==> config.mk <==
export PLATFORM = sky130hd
export DESIGN_NAME = spfs_sequencer
export DESIGN_NICKNAME = d
export VERILOG_FILES = /design/src/verilog/spfs_pkg.sv /design/src/verilog/spfs_hold_regs.sv /design/src/verilog/spfs_timer.sv /design/src/verilog/spfs_sequencer.sv
export SDC_FILE = /design/constraint.sdc
export NUM_CORES = 1
export LEC_CHECK = 0
export BUFFER_PORTS_ARGS = -buffer_cell sky130_fd_sc_hd__buf_4
export CORE_MARGIN = 3
export CORE_UTILIZATION = 40
export CTS_BUF_LIST = sky130_fd_sc_hd__clkbuf_8
export DETAILED_ROUTE_END_ITERATION = 10
export HOLD_SLACK_MARGIN = 0.15
export PLACE_DENSITY = 0.65
export RECOVER_POWER = 50
export SETUP_SLACK_MARGIN = 0.2
export SYNTH_ARGS = -nofsm -noshare
export SYNTH_HDL_FRONTEND = slang
export SYNTH_SLANG_ARGS = --single-unit
==> constraint.sdc <==
create_clock -name core_clk_in -period 5.77 [get_ports core_clk_in]
set_clock_uncertainty 0.1 [all_clocks]
set_input_delay 0.2885 -clock core_clk_in [delete_from_list [all_inputs] [get_ports core_clk_in]]
set_output_delay 0.2885 -clock core_clk_in [all_outputs]
set_load 0.005 [all_outputs]
==> src/verilog/spfs_pkg.sv <==
package spfs_pkg;

  // ==================================================
  // Register map (word aligned byte addresses)
  // ==================================================
  localparam logic [4:0] PTR_LOW_OFS = 5'h00;
  localparam logic [4:0] PTR_HIGH_OFS = 5'h04;
  localparam logic [4:0] PTR_UPPER_OFS = 5'h08;
  localparam logic [4:0] LATCH_OFS = 5'h0C;
  localparam logic [4:0] CTRL_OFS = 5'h10;
  localparam logic [4:0] UNLOCK_OFS = 5'h14;
  localparam logic [4:0] TABLE_OP_OFS = 5'h18;
  localparam logic [4:0] STATUS_OFS = 5'h1C;

  // ==================================================
  // Control register fields
  // ==================================================
  localparam int CTRL_GO_BIT = 1;
  localparam int CTRL_PERMIT_BIT = 2;
  localparam int CTRL_ABORT_BIT = 3;
  localparam int CTRL_ERASE_BIT = 4;
  localparam int CTRL_CFG_BIT = 6;
  localparam int CTRL_PGM_BIT = 7;
  localparam logic [7:0] CTRL_RESET = 8'h00;

  // Table operation command: bit 0 write, bits 2:1 pointer update
  localparam int OP_WRITE_BIT = 0;
  localparam logic [1:0] PTR_KEEP = 2'h0;
  localparam logic [1:0] PTR_POST_INC = 2'h1;
  localparam logic [1:0] PTR_POST_DEC = 2'h2;
  localparam logic [1:0] PTR_PRE_INC = 2'h3;

  // ==================================================
  // Unlock, holding and timing constants
  // ==================================================
  localparam logic [7:0] UNLOCK_KEY1 = 8'h55;
  localparam logic [7:0] UNLOCK_KEY2 = 8'hAA;
  localparam logic [7:0] HOLD_RESET = 8'hFF;
  localparam int HOLD_COUNT = 8;
  localparam int ROW_BYTES = 64;
  localparam int PTR_WIDTH = 22;
  localparam int CLK_HZ = 25_000_000;
  localparam int LONG_WRITE_US = 2000;
  localparam int LONG_WRITE_CYCLES = (CLK_HZ / 1_000_000) * LONG_WRITE_US;

  typedef enum logic [1:0] {
    SPFS_ST_IDLE,
    SPFS_ST_ERASE,
    SPFS_ST_PROGRAM
  } spfs_state_t;

  // Flash array port bundle
  typedef struct packed {
    logic rd;
    logic erase;
    logic prog;
    logic [PTR_WIDTH-1:0] addr;
    logic [7:0] wdata;
  } spfs_flash_req_t;

endpackage : spfs_pkg

==> src/verilog/spfs_hold_regs.sv <==
`timescale 1ns/1ps
`default_nettype none
module spfs_hold_regs #(
  parameter int DEPTH = spfs_pkg::HOLD_COUNT
) (
  // Clock and control
  input wire logic clk_in,
  input wire logic reset_in,
  input wire logic ce_in,
  // Load and restore
  input wire logic load_in,
  input wire logic [$clog2(DEPTH)-1:0] index_in,
  input wire logic [7:0] data_in,
  input wire logic restore_in,
  // Contents
  output logic [DEPTH*8-1:0] bytes_out
);

  // ==================================================
  // Holding bytes
  // ==================================================
  initial begin
    if (DEPTH < 2) $error("hold depth too small");
  end

  localparam int IW = $clog2(DEPTH);
  genvar gi;
  generate
    for (gi = 0; gi < DEPTH; gi++) begin : g_hold
      logic [7:0] byte_ff;
      wire logic hit = load_in && (index_in == IW'(gi));
      always_ff @(posedge clk_in) begin
        if (reset_in) begin
          byte_ff <= spfs_pkg::HOLD_RESET;
        end else if (ce_in) begin
          if (restore_in) begin
            byte_ff <= spfs_pkg::HOLD_RESET;
          end else if (hit) begin
            byte_ff <= data_in;
          end
        end
      end
      assign bytes_out[gi*8 +: 8] = byte_ff;
    end
  endgenerate

endmodule : spfs_hold_regs
`default_nettype wire

==> src/verilog/spfs_timer.sv <==
`timescale 1ns/1ps
`default_nettype none
module spfs_timer #(
  parameter int CYCLES = spfs_pkg::LONG_WRITE_CYCLES
) (
  // Clock and control
  input wire logic clk_in,
  input wire logic reset_in,
  input wire logic ce_in,
  // Start and expiry
  input wire logic start_in,
  output logic busy_out,
  output logic done_out
);

  // ==================================================
  // Programming timer
  // ==================================================
  localparam int CW = $clog2(CYCLES + 1);
  logic [CW-1:0] cnt_ff;
  logic busy_ff;
  logic done_ff;

  initial begin
    if (CYCLES < 2) $error("timer too short");
  end

  wire logic last = busy_ff && (cnt_ff == CW'(1));

  always_ff @(posedge clk_in) begin
    if (reset_in) begin
      cnt_ff <= '0;
      busy_ff <= 1'b0;
      done_ff <= 1'b0;
    end else if (ce_in) begin
      done_ff <= last;
      if (start_in && !busy_ff) begin
        cnt_ff <= CW'(CYCLES);
        busy_ff <= 1'b1;
      end else if (busy_ff) begin
        cnt_ff <= cnt_ff - CW'(1);
        busy_ff <= !last;
      end
    end
  end

  assign busy_out = busy_ff;
  assign done_out = done_ff;

endmodule : spfs_timer
`default_nettype wire

==> src/verilog/spfs_sequencer.sv <==
// Summary of operation
// One program byte per table read
// Table read copies addressed byte into latch
// Table read may step the pointer
// Pointer bit zero picks high/low byte
// Erase clears one whole 64-byte row
// Erase row from pointer bits 21:6
// Software sets program, permit, erase bits
// Software clears config-space select first
// Software loads pointer before erase setup
// Unlock 55h then AAh before go
// Go starts timed 2 ms erase
// Long write stalls instruction execution
// Programming acts on 8-byte blocks
// Eight byte-wide holding registers
// Table write only loads holding register
// Control write launches holding-to-flash program
// Program duration set by internal timer
// Holding registers FFh after reset/program
// FFh byte unchanged, only clears bits
// Partly loaded holding set still programs
// Pointer 2:0 picks holder, 21:3 block
// Go set by software, cleared by hardware
// Erase enable cleared when erase ends
// Completion flag set by hardware only
// Software masks interrupts around unlock
// Go ignored without unlock or permit
`timescale 1ns/1ps
`default_nettype none
module spfs_sequencer #(
  parameter int LONG_CYCLES = spfs_pkg::LONG_WRITE_CYCLES
) (
  // Clock and reset
  input wire logic core_clk_in,
  input wire logic reset_in,
  input wire logic ce_in,
  // Avalon-MM slave
  input wire logic [4:0] avs_address_in,
  input wire logic avs_read_in,
  input wire logic avs_write_in,
  input wire logic [31:0] avs_writedata_in,
  input wire logic [3:0] avs_byteenable_in,
  output logic [31:0] avs_readdata_out,
  output logic avs_waitrequest_out,
  output logic [1:0] avs_response_out,
  // Flash array port
  output spfs_pkg::spfs_flash_req_t flash_req_out,
  output logic [63:0] flash_block_out,
  input wire logic [15:0] flash_rword_in,
  // Core status
  output logic core_stall_out,
  output logic nvm_done_irq_flag_out,
  input wire logic nvm_done_irq_clear_in
);

  // ==================================================
  // State
  // ==================================================
  localparam int PW = spfs_pkg::PTR_WIDTH;
  spfs_pkg::spfs_state_t state_ff, nxt_state;
  logic [PW-1:0] table_pointer_ff, nxt_table_pointer;
  logic [7:0] table_latch_ff;
  logic [7:0] memory_control_reg_ff, nxt_ctrl;
  logic [1:0] unlock_ff, nxt_unlock;
  logic ack_ff;
  logic wait_ff;
  logic stall_ff;
  logic [31:0] rdata_ff;
  logic [1:0] resp_ff;
  logic irq_ff;
  logic rd_pend_ff;
  spfs_pkg::spfs_flash_req_t freq_ff, nxt_freq;
  logic [63:0] fblock_ff;
  logic [63:0] hold_bytes;
  logic tmr_busy, tmr_done;

  // ==================================================
  // Bus decode
  // ==================================================
  wire logic req = (avs_read_in || avs_write_in) && !ack_ff;
  wire logic idle = (state_ff == spfs_pkg::SPFS_ST_IDLE);
  // Table reads need a flash turn-round, so hold them until data is back
  wire logic is_op = (avs_address_in == spfs_pkg::TABLE_OP_OFS);
  wire logic op_wr = avs_writedata_in[spfs_pkg::OP_WRITE_BIT];
  wire logic [1:0] op_mode = avs_writedata_in[2:1];
  // Bus requests wait out a long write, which stalls the core too
  wire logic accept = req && idle && !(is_op && avs_write_in && !op_wr && !rd_pend_ff);
  // First cycle of a table read: pulse the flash read, answer on the next
  wire logic rd_start = req && is_op && avs_write_in && !op_wr && idle && !rd_pend_ff;
  wire logic wr = accept && avs_write_in && avs_byteenable_in[0];
  wire logic wr_ptr_l = wr && (avs_address_in == spfs_pkg::PTR_LOW_OFS);
  wire logic wr_ptr_h = wr && (avs_address_in == spfs_pkg::PTR_HIGH_OFS);
  wire logic wr_ptr_u = wr && (avs_address_in == spfs_pkg::PTR_UPPER_OFS);
  wire logic wr_latch = wr && (avs_address_in == spfs_pkg::LATCH_OFS);
  wire logic wr_ctrl = wr && (avs_address_in == spfs_pkg::CTRL_OFS);
  wire logic wr_unlock = wr && (avs_address_in == spfs_pkg::UNLOCK_OFS);
  wire logic wr_op = wr && is_op;
  wire logic mapped = (avs_address_in[1:0] == 2'h0);
  wire logic [7:0] wbyte = avs_writedata_in[7:0];

  // Table op: reads pre-increment first, then act, then post-step; writes act at the unstepped pointer
  wire logic [PW-1:0] ptr_inc = table_pointer_ff + PW'(1);
  wire logic [PW-1:0] ptr_dec = table_pointer_ff - PW'(1);
  wire logic [PW-1:0] op_addr = (op_mode == spfs_pkg::PTR_PRE_INC) ? ptr_inc : table_pointer_ff;
  wire logic [PW-1:0] ptr_after = (op_mode == spfs_pkg::PTR_POST_INC) ? ptr_inc :
                                  (op_mode == spfs_pkg::PTR_POST_DEC) ? ptr_dec :
                                  (op_mode == spfs_pkg::PTR_PRE_INC) ? ptr_inc : table_pointer_ff;

  // Only the low 21 pointer bits step; bit 21 stays put
  wire logic [PW-1:0] ptr_stepped = {table_pointer_ff[PW-1], ptr_after[PW-2:0]};

  // ==================================================
  // Go qualification
  // ==================================================
  wire logic go_req = wr_ctrl && wbyte[spfs_pkg::CTRL_GO_BIT] && !memory_control_reg_ff[spfs_pkg::CTRL_GO_BIT];
  wire logic go_ok = go_req && (unlock_ff == 2'h2)
                     && memory_control_reg_ff[spfs_pkg::CTRL_PERMIT_BIT]; // see
  wire logic go_bad = go_req && !go_ok;
  wire logic do_erase = go_ok && wbyte[spfs_pkg::CTRL_ERASE_BIT];
  wire logic do_prog = go_ok && !wbyte[spfs_pkg::CTRL_ERASE_BIT];

  // Any bus access other than the second key breaks the unlock chain
  always_comb begin
    nxt_unlock = unlock_ff;
    if (accept) begin
      nxt_unlock = 2'h0;
      if (wr_unlock && wbyte == spfs_pkg::UNLOCK_KEY1) begin
        nxt_unlock = 2'h1;
      end else if (wr_unlock && wbyte == spfs_pkg::UNLOCK_KEY2 && unlock_ff == 2'h1) begin
        nxt_unlock = 2'h2;
      end
    end
  end

  // ==================================================
  // Control register and long write state
  // ==================================================
  always_comb begin
    nxt_ctrl = memory_control_reg_ff;
    nxt_state = state_ff;
    if (wr_ctrl) begin
      nxt_ctrl[spfs_pkg::CTRL_PGM_BIT] = wbyte[spfs_pkg::CTRL_PGM_BIT];
      nxt_ctrl[spfs_pkg::CTRL_CFG_BIT] = wbyte[spfs_pkg::CTRL_CFG_BIT];
      nxt_ctrl[spfs_pkg::CTRL_ERASE_BIT] = wbyte[spfs_pkg::CTRL_ERASE_BIT];
      nxt_ctrl[spfs_pkg::CTRL_ABORT_BIT] = wbyte[spfs_pkg::CTRL_ABORT_BIT] | go_bad;
      nxt_ctrl[spfs_pkg::CTRL_PERMIT_BIT] = wbyte[spfs_pkg::CTRL_PERMIT_BIT];
    end
    if (go_ok) begin
      nxt_ctrl[spfs_pkg::CTRL_GO_BIT] = 1'b1;
      nxt_ctrl[spfs_pkg::CTRL_ABORT_BIT] = 1'b1;
    end
    case (state_ff)
      spfs_pkg::SPFS_ST_IDLE: begin
        if (do_erase) begin
          nxt_state = spfs_pkg::SPFS_ST_ERASE;
        end else if (do_prog) begin
          nxt_state = spfs_pkg::SPFS_ST_PROGRAM;
        end
      end
      spfs_pkg::SPFS_ST_ERASE, spfs_pkg::SPFS_ST_PROGRAM: begin
        if (tmr_done) begin
          nxt_state = spfs_pkg::SPFS_ST_IDLE; // see
          nxt_ctrl[spfs_pkg::CTRL_GO_BIT] = 1'b0;
          nxt_ctrl[spfs_pkg::CTRL_ABORT_BIT] = 1'b0;
          if (state_ff == spfs_pkg::SPFS_ST_ERASE) begin
            nxt_ctrl[spfs_pkg::CTRL_ERASE_BIT] = 1'b0;
          end
        end
      end
      default: begin
        nxt_state = spfs_pkg::SPFS_ST_IDLE;
      end
    endcase
  end

  // ==================================================
  // Pointer and flash request
  // ==================================================
  always_comb begin
    nxt_table_pointer = table_pointer_ff;
    if (wr_ptr_l) begin
      nxt_table_pointer[7:0] = wbyte;
    end
    if (wr_ptr_h) begin
      nxt_table_pointer[15:8] = wbyte;
    end
    if (wr_ptr_u) begin
      nxt_table_pointer[PW-1:16] = wbyte[PW-17:0];
    end
    if (wr_op && (op_wr || rd_pend_ff)) begin
      nxt_table_pointer = ptr_stepped;
    end
  end

  always_comb begin
    nxt_freq = '0;
    nxt_freq.addr = freq_ff.addr;
    if (rd_start) begin
      nxt_freq.rd = 1'b1;
      nxt_freq.addr = op_addr;
    end else if (do_erase) begin
      nxt_freq.erase = 1'b1;
      nxt_freq.addr = {table_pointer_ff[PW-1:6], 6'h00}; // see
    end else if (do_prog) begin
      nxt_freq.prog = 1'b1;
      nxt_freq.addr = {table_pointer_ff[PW-1:3], 3'h0}; // see
    end
  end

  // Read data: low byte on even address, high byte on odd
  wire logic [7:0] rd_byte = freq_ff.addr[0] ? flash_rword_in[15:8] : flash_rword_in[7:0];
  wire logic rd_take = accept && avs_write_in && is_op && !op_wr;
  wire logic hold_load = wr_op && op_wr; // see

  // ==================================================
  // Read mux
  // ==================================================
  wire logic [31:0] rmux =
    (avs_address_in == spfs_pkg::PTR_LOW_OFS) ? {24'h000000, table_pointer_ff[7:0]} :
    (avs_address_in == spfs_pkg::PTR_HIGH_OFS) ? {24'h000000, table_pointer_ff[15:8]} :
    (avs_address_in == spfs_pkg::PTR_UPPER_OFS) ? {26'h0000000, table_pointer_ff[PW-1:16]} :
    (avs_address_in == spfs_pkg::LATCH_OFS) ? {24'h000000, table_latch_ff} :
    (avs_address_in == spfs_pkg::CTRL_OFS) ? {24'h000000, memory_control_reg_ff & 8'hDE} :
    (avs_address_in == spfs_pkg::STATUS_OFS) ? {30'h00000000, irq_ff, !idle} : 32'h00000000;

  // ==================================================
  // Registers
  // ==================================================
  always_ff @(posedge core_clk_in) begin
    if (reset_in) begin
      state_ff <= spfs_pkg::SPFS_ST_IDLE;
      table_pointer_ff <= '0;
      table_latch_ff <= 8'h00;
      memory_control_reg_ff <= spfs_pkg::CTRL_RESET;
      unlock_ff <= 2'h0;
      ack_ff <= 1'b0;
      wait_ff <= 1'b1;
      stall_ff <= 1'b0;
      rdata_ff <= 32'h00000000;
      resp_ff <= 2'h0;
      irq_ff <= 1'b0;
      rd_pend_ff <= 1'b0;
      freq_ff <= '0;
      fblock_ff <= '0;
    end else if (ce_in) begin
      state_ff <= nxt_state;
      table_pointer_ff <= nxt_table_pointer;
      memory_control_reg_ff <= nxt_ctrl;
      unlock_ff <= nxt_unlock;
      freq_ff <= nxt_freq;
      ack_ff <= accept;
      wait_ff <= !accept;
      stall_ff <= (nxt_state != spfs_pkg::SPFS_ST_IDLE);
      resp_ff <= mapped ? 2'h0 : 2'h2;
      rdata_ff <= rmux;
      rd_pend_ff <= rd_start;
      if (wr_latch) begin
        table_latch_ff <= wbyte;
      end else if (rd_take) begin
        table_latch_ff <= rd_byte;
      end
      if (do_prog) begin
        fblock_ff <= hold_bytes; // see
      end
      if (tmr_done) begin
        irq_ff <= 1'b1;
      end else if (nvm_done_irq_clear_in) begin
        irq_ff <= 1'b0;
      end
    end
  end

  // ==================================================
  // Submodules
  // ==================================================
  spfs_hold_regs #(
    .DEPTH(spfs_pkg::HOLD_COUNT)
  ) u_hold (
    .clk_in(core_clk_in),
    .reset_in(reset_in),
    .ce_in(ce_in),
    .load_in(hold_load),
    .index_in(table_pointer_ff[2:0]),
    .data_in(table_latch_ff),
    .restore_in(do_prog),
    .bytes_out(hold_bytes)
  );

  spfs_timer #(
    .CYCLES(LONG_CYCLES)
  ) u_timer (
    .clk_in(core_clk_in),
    .reset_in(reset_in),
    .ce_in(ce_in),
    .start_in(go_ok),
    .busy_out(tmr_busy),
    .done_out(tmr_done)
  );

  // ==================================================
  // Outputs
  // ==================================================
  assign avs_readdata_out = rdata_ff;
  assign avs_waitrequest_out = wait_ff;
  assign avs_response_out = resp_ff;
  assign flash_req_out = freq_ff;
  assign flash_block_out = fblock_ff;
  assign core_stall_out = stall_ff;
  assign nvm_done_irq_flag_out = irq_ff;

endmodule : spfs_sequencer
`default_nettype wire

-- Yosys cells after proc, flatten, opt, wreduce, memory -nomap -nowiden
Cells that the tools add are included.
- bits in registers: 250
- input port bits: 63
- add/sub/neg operators: 3
- equal/unequal tests: 24
- multiplexer cells: 60
- bitwise logic cells: 2
- reductions and logical operators: 97
- operator list (operator ; number):
    2-to-1 mux 8 bit ; 26
    2-to-1 mux 22 bit ; 3
    2-to-1 mux 21 bit ; 3
    logical AND 1 bit ; 44
    AND reduction 2 bit ; 18
    2-to-1 mux 16 bit ; 2
    nonzero test 2 bit ; 15
    2-to-1 mux 23 bit ; 1
    adder 22 x 1 -> 22 bit, second input constant ; 1
    subtractor 21 x 1 -> 21 bit, second input constant ; 1
    == test 5 bit, second input constant ; 4
    2-to-1 mux 2 bit ; 10
    == test 16 x 1 -> 1 bit, second input constant ; 1
    subtractor 16 x 1 -> 16 bit, second input constant ; 1
    == test 3 bit, second input constant ; 4
    2-to-1 mux 1 bit ; 12
    zero test 1 bit ; 11
    == test 5 x 4 -> 1 bit, second input constant ; 2
    == test 2 bit, second input constant ; 4
    == test 8 x 7 -> 1 bit, second input constant ; 1
    == test 8 bit, second input constant ; 1
    == test 2 x 1 -> 1 bit, second input constant ; 3
    == test 3 x 2 -> 1 bit, second input constant ; 2
    == test 5 x 3 -> 1 bit, second input constant ; 1
    other kinds (13) ; 15

-- Logic depth before layout (Yosys ltp)
Gate-level depths: netlist of the first run.
- depth in word-level cells: 20
- mapped depth: 12
- gate-level depth less buffers: 7

-- Modules after synthesis
From an unflattened synthesis of the first run, not the netlist that was laid out.
- cell total of the unflattened synthesis: 1431
- area total of the unflattened synthesis: 11832.6 µm²
- modules (own cells, without submodules) (module ; instances ; cells an instance ; area each (µm²) ; seq. area each (µm²)):
    spfs_sequencer ; 1 ; 955 ; 7868.8 ; 2842.7
    spfs_hold_regs ; 1 ; 380 ; 3094.2 ; 1281.2
    spfs_timer ; 1 ; 96 ; 869.6 ; 360.3

-- Worst setup path before layout of the first run
No wires, ideal clock.
- path kind: reg2reg
- start: reg state_ff[1]
- end: reg u_hold.g_hold[0].byte_ff[0]
- arrival: 2.048 ns
- setup slack: 3.486 ns
- cell stages (with the launch flop): 12
- period minus slack after synthesis: 2.284 ns
- path through: dfxtp_1 > inv_1 > ha_1 > buf_4 > and4b_1 > buf_2 > nand4_1 > buf_4 > nor3_2 > or2_2 > buf_2 > a21oi_1
- longest elaborated chain between the ends: 13
- elaborated cells on any way between the ends: 17
- classes of those cells: mux: 1; reduce/logical: 16
- ends and longest elaborated chain (item ; RTL line ; RTL):
    start: declaration ; spfs_sequencer.sv:60 ; spfs_pkg::spfs_state_t state_ff, nxt_state;
    start signal: assignment ; spfs_sequencer.sv:231 ; state_ff <= spfs_pkg::SPFS_ST_IDLE;
    start signal: assignment ; spfs_sequencer.sv:246 ; state_ff <= nxt_state;
    zero test 2 bit * ; spfs_sequencer.sv:81 ; wire logic idle = (state_ff == spfs_pkg::SPFS_ST_IDLE);
    logical AND 1 bit * (2 in series) ; spfs_sequencer.sv:87 ; wire logic accept = req && idle && !(is_op && avs_write_in && !op_wr && !rd_pend_ff);
    logical AND 1 bit * (2 in series) ; spfs_sequencer.sv:90 ; wire logic wr = accept && avs_write_in && avs_byteenable_in[0];
    logical AND 1 bit ; spfs_sequencer.sv:95 ; wire logic wr_ctrl = wr && (avs_address_in == spfs_pkg::CTRL_OFS);
    logical AND 1 bit (2 in series) ; spfs_sequencer.sv:115 ; wire logic go_req = wr_ctrl && wbyte[spfs_pkg::CTRL_GO_BIT] && !memory_control_reg_ff[spfs_pkg::CTRL_GO_BIT];
    logical AND 1 bit ; spfs_sequencer.sv:116 ; wire logic go_ok = go_req && (unlock_ff == 2'h2)
    logical AND 1 bit ; spfs_sequencer.sv:117 ; && memory_control_reg_ff[spfs_pkg::CTRL_PERMIT_BIT];
    logical AND 1 bit ; spfs_sequencer.sv:120 ; wire logic do_prog = go_ok && !wbyte[spfs_pkg::CTRL_ERASE_BIT];
    nonzero test 2 bit (no line) ; n/a ;
    AND reduction 2 bit (no line) ; n/a ;
    end signal: assignment ; spfs_hold_regs.sv:34 ; byte_ff <= spfs_pkg::HOLD_RESET;
    end signal: assignment ; spfs_hold_regs.sv:37 ; byte_ff <= spfs_pkg::HOLD_RESET;
    end signal: assignment ; spfs_hold_regs.sv:39 ; byte_ff <= data_in;
    end: declaration ; spfs_hold_regs.sv:30 ; logic [7:0] byte_ff;
Every way passes the cells marked *; elsewhere a longest branch is shown, timed or not.
A chain may end at the register's enable or synchronous reset.

-- Final worst setup path of the first run
- start: in ce_in
- end: reg table_pointer_ff[17]
- longest elaborated chain between the ends: 1
- ends and longest elaborated chain (item ; RTL line ; RTL):
    start: declaration ; spfs_sequencer.sv:36 ; input wire logic ce_in,
    AND reduction 2 bit (no line) ; n/a ;
    end signal: assignment ; spfs_sequencer.sv:247 ; table_pointer_ff <= nxt_table_pointer;
    end: declaration ; spfs_sequencer.sv:61 ; logic [PW-1:0] table_pointer_ff, nxt_table_pointer;
No other way between the ends.

==> results of run 1 <==
-- power by group --
part | switching [uW] | total, uW | internal [uW]
Combinational | 134 | 195 | 61.5
Clock | 671 | 1490 | 817
Sequential | 4.25 | 1560 | 1550
-- sequential cells by signal (all words and copies together) (netlist names), 2 cells and up --
signal,count
avs_readdata_out,8
flash_block_out,64
flash_req_out,24
memory_control_reg_ff,6
state_ff,2
table_latch_ff,8
table_pointer_ff,22
u_hold.g_hold.byte_ff,64
u_timer.cnt_ff,16
unlock_ff,2
-- metal layers --
metal  share of wire, %  up-vias  routed length, um  track usage, %
li1                   -     5171                  -               -
met1                 43     5033              15400            30.9
met2                 45      474              16200            35.0
met3                8.6       77               3070            5.15
met4                2.7        0                974            7.50
met5                  0        -                  0               0
-- stage by stage --
| step | setup WS, ps | instance area (um2) | hold WS (ps) | util [%] | power, uW |
|---|---|---|---|---|---|
| 4_1_cts | 2450 | 13200 | 158 | 48.3 | 3270 |
| 2_1_floorplan | 3490 | 11300 | 332 | - | 1720 |
| 3_5_place_dp | 2490 | 12200 | 344 | 44.6 | 1770 |
| 3_3_place_gp | 2480 | 12200 | 340 | 44.6 | 1770 |
| 6_report | 1490 | 13100 | 152 | 48.0 | 3240 |
| 5_1_grt | 1360 | 13100 | 193 | 48.0 | 3360 |
-- critical path, cell delays in order --
cell           delay [ps]
dlygate4sd3_1         520
clkbuf_1             1260
or3b_2                570
nor3_1                880
a21oi_1               400
or4_1                 560
a31oi_1               160
-- cell families after synthesis --
group / after synthesis / synth area share (%)
compound gates: 362 / 19.8
xor+xnor: 10 / 0.782
fa+ha+maj: 12 / 1.34
other cells: 1 / 0.0335
mux: 42 / 3.99
simple gates: 566 / 26.5
flops: 224 / 40.1
buf+inv: 172 / 7.52
-- final timing paths --
path,slack [ps],end,from
max,1490,table_pointer_ff[17],ce_in
min,150,nvm_done_irq_flag_out,reset_in
max reg2reg,1740,u_hold.g_hold[3].byte_ff[3],state_ff[0]
min reg2reg,340,flash_block_out[40],u_hold.g_hold[5].byte_ff[0]
-- what timing repair did --
action                                 4_1_cts  5_1_grt
resized for setup                            0        0
hold buffers                                19        0
endpoints found under the hold margin       29        0
setup buffers                                0        0
-- layout make-up --
| type | instances | area share, % |
|---|---|---|
| clock buffers | 52 | 5.48 |
| clock inverters | 17 | 0.766 |
| multi-input cells | 1025 | 45.5 |
| well taps | 372 | 3.56 |
| inverters | 28 | 0.804 |
| repair buffers | 167 | 9.55 |
| flip-flops and latches | 224 | 34.3 |
-- cells in the mapped netlist, types with 11 or more instances --
| master | count |
|---|---|
| dfxtp_1 | 224 |
| nand2_1 | 211 |
| a21oi_1 | 190 |
| nor2_1 | 72 |
| clkbuf_1 | 66 |
| nor4_1 | 57 |
| nor3_1 | 47 |
| o21ai_0 | 47 |
| buf_4 | 38 |
| buf_2 | 31 |
| nand3_1 | 31 |
| nand4_1 | 31 |
| mux2i_1 | 30 |
| inv_1 | 28 |
| a31oi_1 | 13 |
| a211oi_1 | 12 |
| ha_1 | 12 |
| mux2_2 | 11 |
| or3_1 | 11 |
==> impl_metrics.ini, run 1 <==
[finish]
final_cells = 1885
nNetsFinal = 1560
layout_common_cells = dfxtp_1, nand2_1, a21oi_1, clkbuf_4, nor2_1
syn2layout_area_growth_pct = 16.7
layout_commonest_cell = dfxtp_1
fillers = 2730
diodes = 0
multi_input_area_mm2 = 0.00595
drive_above_1_share_pct = 15.7
regArea_mm2 = 0.00448

[global_route]
grt_antenna_before_repair = 0
grt_pass1_vias = 9801
grt_pass1_wl_um = 55300
grt_max_degree = 115
gr-usage-all-layers_pct = 22.5
grt_overflow_total = 0

[hold_path]
hp-class = input pin to flip-flop
min_delay_path_depth = 2

[drt]
vias = 10800
firstDrtPassIters = 6
drtIter0Drc = 1140
drc = 0
viasPerCell = 5.71
wl_per_cell_um = 18.9
antenna_left = 0
finalWirelength_um = 35600

[floorplan]
fp-row-count = 60
die_w_um = 173
ios = 197
die_y_um = 173
dieArea_mm2 = 0.0300
initial_core_util_pct = 41.1
core-area_mm2 = 0.0273

[placed_design]
port_buffers = 136
dp.cells = 1797
hpwl_um = 24300
gp_congestion = 0.966

[job]
drv_cap = 4

[synth]
yosysWarnings = 0
yosysTopAreaCell = dfxtp_1
synth_area_mm2 = 0.0112
synthTopCellsByArea = dfxtp_1, a21oi_1, nand2_1, nor4_1, mux2i_1
ys.flop_type = dfxtp_1
synth.distinct_cells = 87
synth_edf_count = 0
synth_seq_cells = 224
syn_inst = 1389
syn_avg_cell_area_um2 = 8.06
synth_top_area_share_pct = 40.1
async_reset_ff_share_pct = 0
ys_seq_area_share_pct = 40.1

[clock_tree]
cts.sinks = 224
worst_skew_pair.late_latency_ps = 570
clockRootBuffer = clkbuf_8
cts_tree = yes
h-tree-depth = 2
cts_inserted_buffers = 39
clockBufferDepth = 3
clkTransAtPathRegs_ps = 50

[sta]
slew_viol_final = 129
max-slew-margin-rel_pct = -27.8
setup_violations = 0
fin_setup_tns_ps = 0
tightest_slew_ps = 1920
max_freq_mhz = 234
hold_viol = 0
timing.final.crit_share_pct = 74.1
period_needed_ps = 4280
rsz0062_at_grt = no

[power]
power.density_mw_per_mm2 = 248
ir_worst_vdd_mv = 0.116
leakage_uw = 0.00473

[outcome]
violations = max-capacitance violations, max-slew violations
outcome = complete, but fails checks

[critical_path]
critical_path.max_fanout = 40
reg2regPathDepth = 8
crit_path_start_kind = input pin
end_kind = flip-flop
worst_ep_required_time_ps = 6140
worstSetupPathType = input pin to flip-flop
critical_path_arrival_ps = 4650
Note: power is estimated with default switching activity, not from simulation.
==> run 2: changes to the inputs <==
--- a/config.mk
+++ b/config.mk
@@ -11,7 +11,7 @@
 export CTS_BUF_LIST = sky130_fd_sc_hd__clkbuf_8
 export DETAILED_ROUTE_END_ITERATION = 10
 export HOLD_SLACK_MARGIN = 0.15
-export PLACE_DENSITY = 0.65
+export PLACE_DENSITY = 0.68
 export RECOVER_POWER = 50
 export SETUP_SLACK_MARGIN = 0.2
 export SYNTH_ARGS = -nofsm -noshare
==> constraint.sdc (replaced) <==
create_clock -name core_clk_in -period 3.5 [get_ports core_clk_in]
set_clock_uncertainty 0.1 [all_clocks]
set_input_delay 0.175 -clock core_clk_in [delete_from_list [all_inputs] [get_ports core_clk_in]]
set_output_delay 0.175 -clock core_clk_in [all_outputs]
set_load 0.005 [all_outputs]
==> run 2 against run 1 <==
Compared with the run above: the flow still finishes with violations (max-capacitance violations, max-slew violations); global-route usage up 0.13 points; largest power group unchanged; flip-flop and latch count unchanged; highest routed layer unchanged; cell area is 1.8% higher; setup slack got worse by 1100 ps; critical path type unchanged.
==> impl_metrics.ini, run 2 (synthesis results as in run 1) <==
[global_route]
grt_max_degree = 208
gr-usage-all-layers_pct = 22.6
grt_pass1_wl_um = 56200
grt_antenna_before_repair = 0
grt_pass1_vias = 10200
grt_overflow_total = 0

[floorplan]
core-area_mm2 = 0.0273
fp-row-count = 60
die_w_um = 173
initial_core_util_pct = 41.1
dieArea_mm2 = 0.0300
ios = 197
die_y_um = 173

[outcome]
violations = max-capacitance violations, max-slew violations
outcome = complete, but fails checks

[placed_design]
port_buffers = 136
postPlaceCellArea_mm2 = 0.0124
hpwl_um = 24500
gp_congestion = 0.946

[power]
ir_worst_vdd_mv = 0.166
p_sw_share_pct = 25.1
seqPwrFrac_pct = 51.2
power.density_mw_per_mm2 = 376
pwr-share-comb_pct = 6.8
power_uw = 5000
power_frac_clock_pct = 41.9
leakage_uw = 0.00487
p_sw_uw = 1260
p_int_uw = 3750

[sta]
setup_violations = 0
rsz0062_at_grt = no
tightest_slew_ps = 1990
period_needed_ps = 3130
hold_viol = 0
fin_setup_tns_ps = 0
timing.final.crit_share_pct = 89.5
max-slew-margin-rel_pct = -32.9
max_freq_mhz = 319
slew_viol_final = 41

[clock_tree]
worst_skew_pair.late_latency_ps = 540
clockRootBuffer = clkbuf_8
cts_tree = yes
cts_setup_buffers = 0
clockBufferDepth = 3
h-tree-depth = 2
clkTransAtPathRegs_ps = 60
cts.sinks = 224
cts_inserted_buffers = 38

[drt]
antenna_left = 0
wl_per_cell_um = 18.6
finalWirelength_um = 35800
drtIter0Drc = 1463
firstDrtPassIters = 6
vias = 11100
drc = 0
viasPerCell = 5.76

[critical_path]
crit_path_start_kind = input pin
max_stage_delay_ps = 670
worst_ep_required_time_ps = 3850
reg2regPathDepth = 8
endpoint = table_latch_ff[7]
critical_path_arrival_ps = 3480
path_cells = dlygate4sd3_1 -> clkbuf_1 -> and3b_1 -> nand4_1 -> o21ai_1 -> nand4_1 -> dlygate4sd3_1 -> a21oi_1
end_kind = flip-flop
worstSetupPathType = input pin to flip-flop
r2r_setup_slack_ps = 400
critical_path.max_fanout = 17
crit_cells = 8
crit-reg2reg-launch = state_ff[1]
r2r_end = table_latch_ff[7]
crit_path_start = avs_address_in[4]
critPathSlowestCell = o21ai_1
cp_num_buf_inv = 3
crit_family = buffers and inverters

[finish]
regArea_mm2 = 0.00448
layout_commonest_cell = dfxtp_1
drive_above_1_share_pct = 15.4
multi_input_area_mm2 = 0.00595
nNetsFinal = 1605
layout_common_cells = dfxtp_1, nand2_1, a21oi_1, clkbuf_4, nor2_1
fillers = 2695
diodes = 0
fin_area_mm2 = 0.0133
syn2layout_area_growth_pct = 18.9
utilization_pct = 48.8

[job]
drv_cap = 1

[hold_path]
hp-class = input pin to flip-flop
## run 2: cell count changes in the layout (fill, tap and decap cells not counted), sizes merged
cell | before | now
clkinvlp | 0 | 1
clkinv | 7 | 0
dlygate4sd3 | 19 | 39
inv | 38 | 51
clkbuf | 156 | 151
buf | 44 | 64
## run 2: power by group through the flow
| stage | registers (uW) | logic, uW | clock network, uW |
|---|---|---|---|
| after global placement | 2620 | 309 | 0 |
| after global routing | 2560 | 364 | 2270 |
| after detailed placement | 2620 | 311 | 0 |
| after floorplan | 2620 | 215 | 0 |
| final | 2560 | 342 | 2100 |
| after CTS | 2560 | 338 | 2150 |
## run 2: how the worst min path moves through the flow
stage	startpoint	end	depth (start not counted)
floorplan	avs_writedata_in[5]	table_pointer_ff[21]	2
global placement	flash_block_out[29]	flash_block_out[29]	2
detailed placement	flash_block_out[49]	flash_block_out[49]	2
CTS	avs_address_in[2]	unlock_ff[0]	5
global route	avs_address_in[2]	unlock_ff[0]	5
finish	avs_address_in[2]	unlock_ff[0]	5
## run 2: timing repair
item,4_1_cts,5_1_grt
endpoints found under the setup margin,0,0
hold buffers,39,0
hold endpoints to repair,59,0
gates resized for setup,0,0
## run 2: routing by layer
layer / part of all wire (%) / GRT usage, % / up-vias / wire [um]
met5: 0 / 0 / - / 0
met4: 2.9 / 7.33 / 0 / 1020
met1: 44 / 31.5 / 5183 / 15600
li1: - / - / 5275 / -
met2: 44 / 34.6 / 558 / 15900
met3: 9.2 / 5.43 / 91 / 3280
## run 2: through the flow
stage          hold WS (ps)  std cells  setup WS (ps)
2_1_floorplan           222       1421           1220
3_5_place_dp            346       1823            663
6_report                194       1927            366
5_1_grt                 214       1927            190
4_1_cts                 155       1927            493
3_3_place_gp            341       1823            672
## run 2: worst reg2reg max path: stages (launching register included)
cell	delay (ps)
dfxtp_1	340
inv_1	90
ha_1	340
nor2b_1	240
nand4_1	350
o21ai_1	670
nand4_1	160
dlygate4sd3_1	600
a21oi_1	110
## run 2: cell type report
cell class	instances	area share, %
multi-input cells	1025	44.7
repair buffers	213	12.3
flip-flops and latches	224	33.7
inverters	28	0.790
well taps	372	3.50
clock buffers	41	4.24
clock inverters	24	0.762
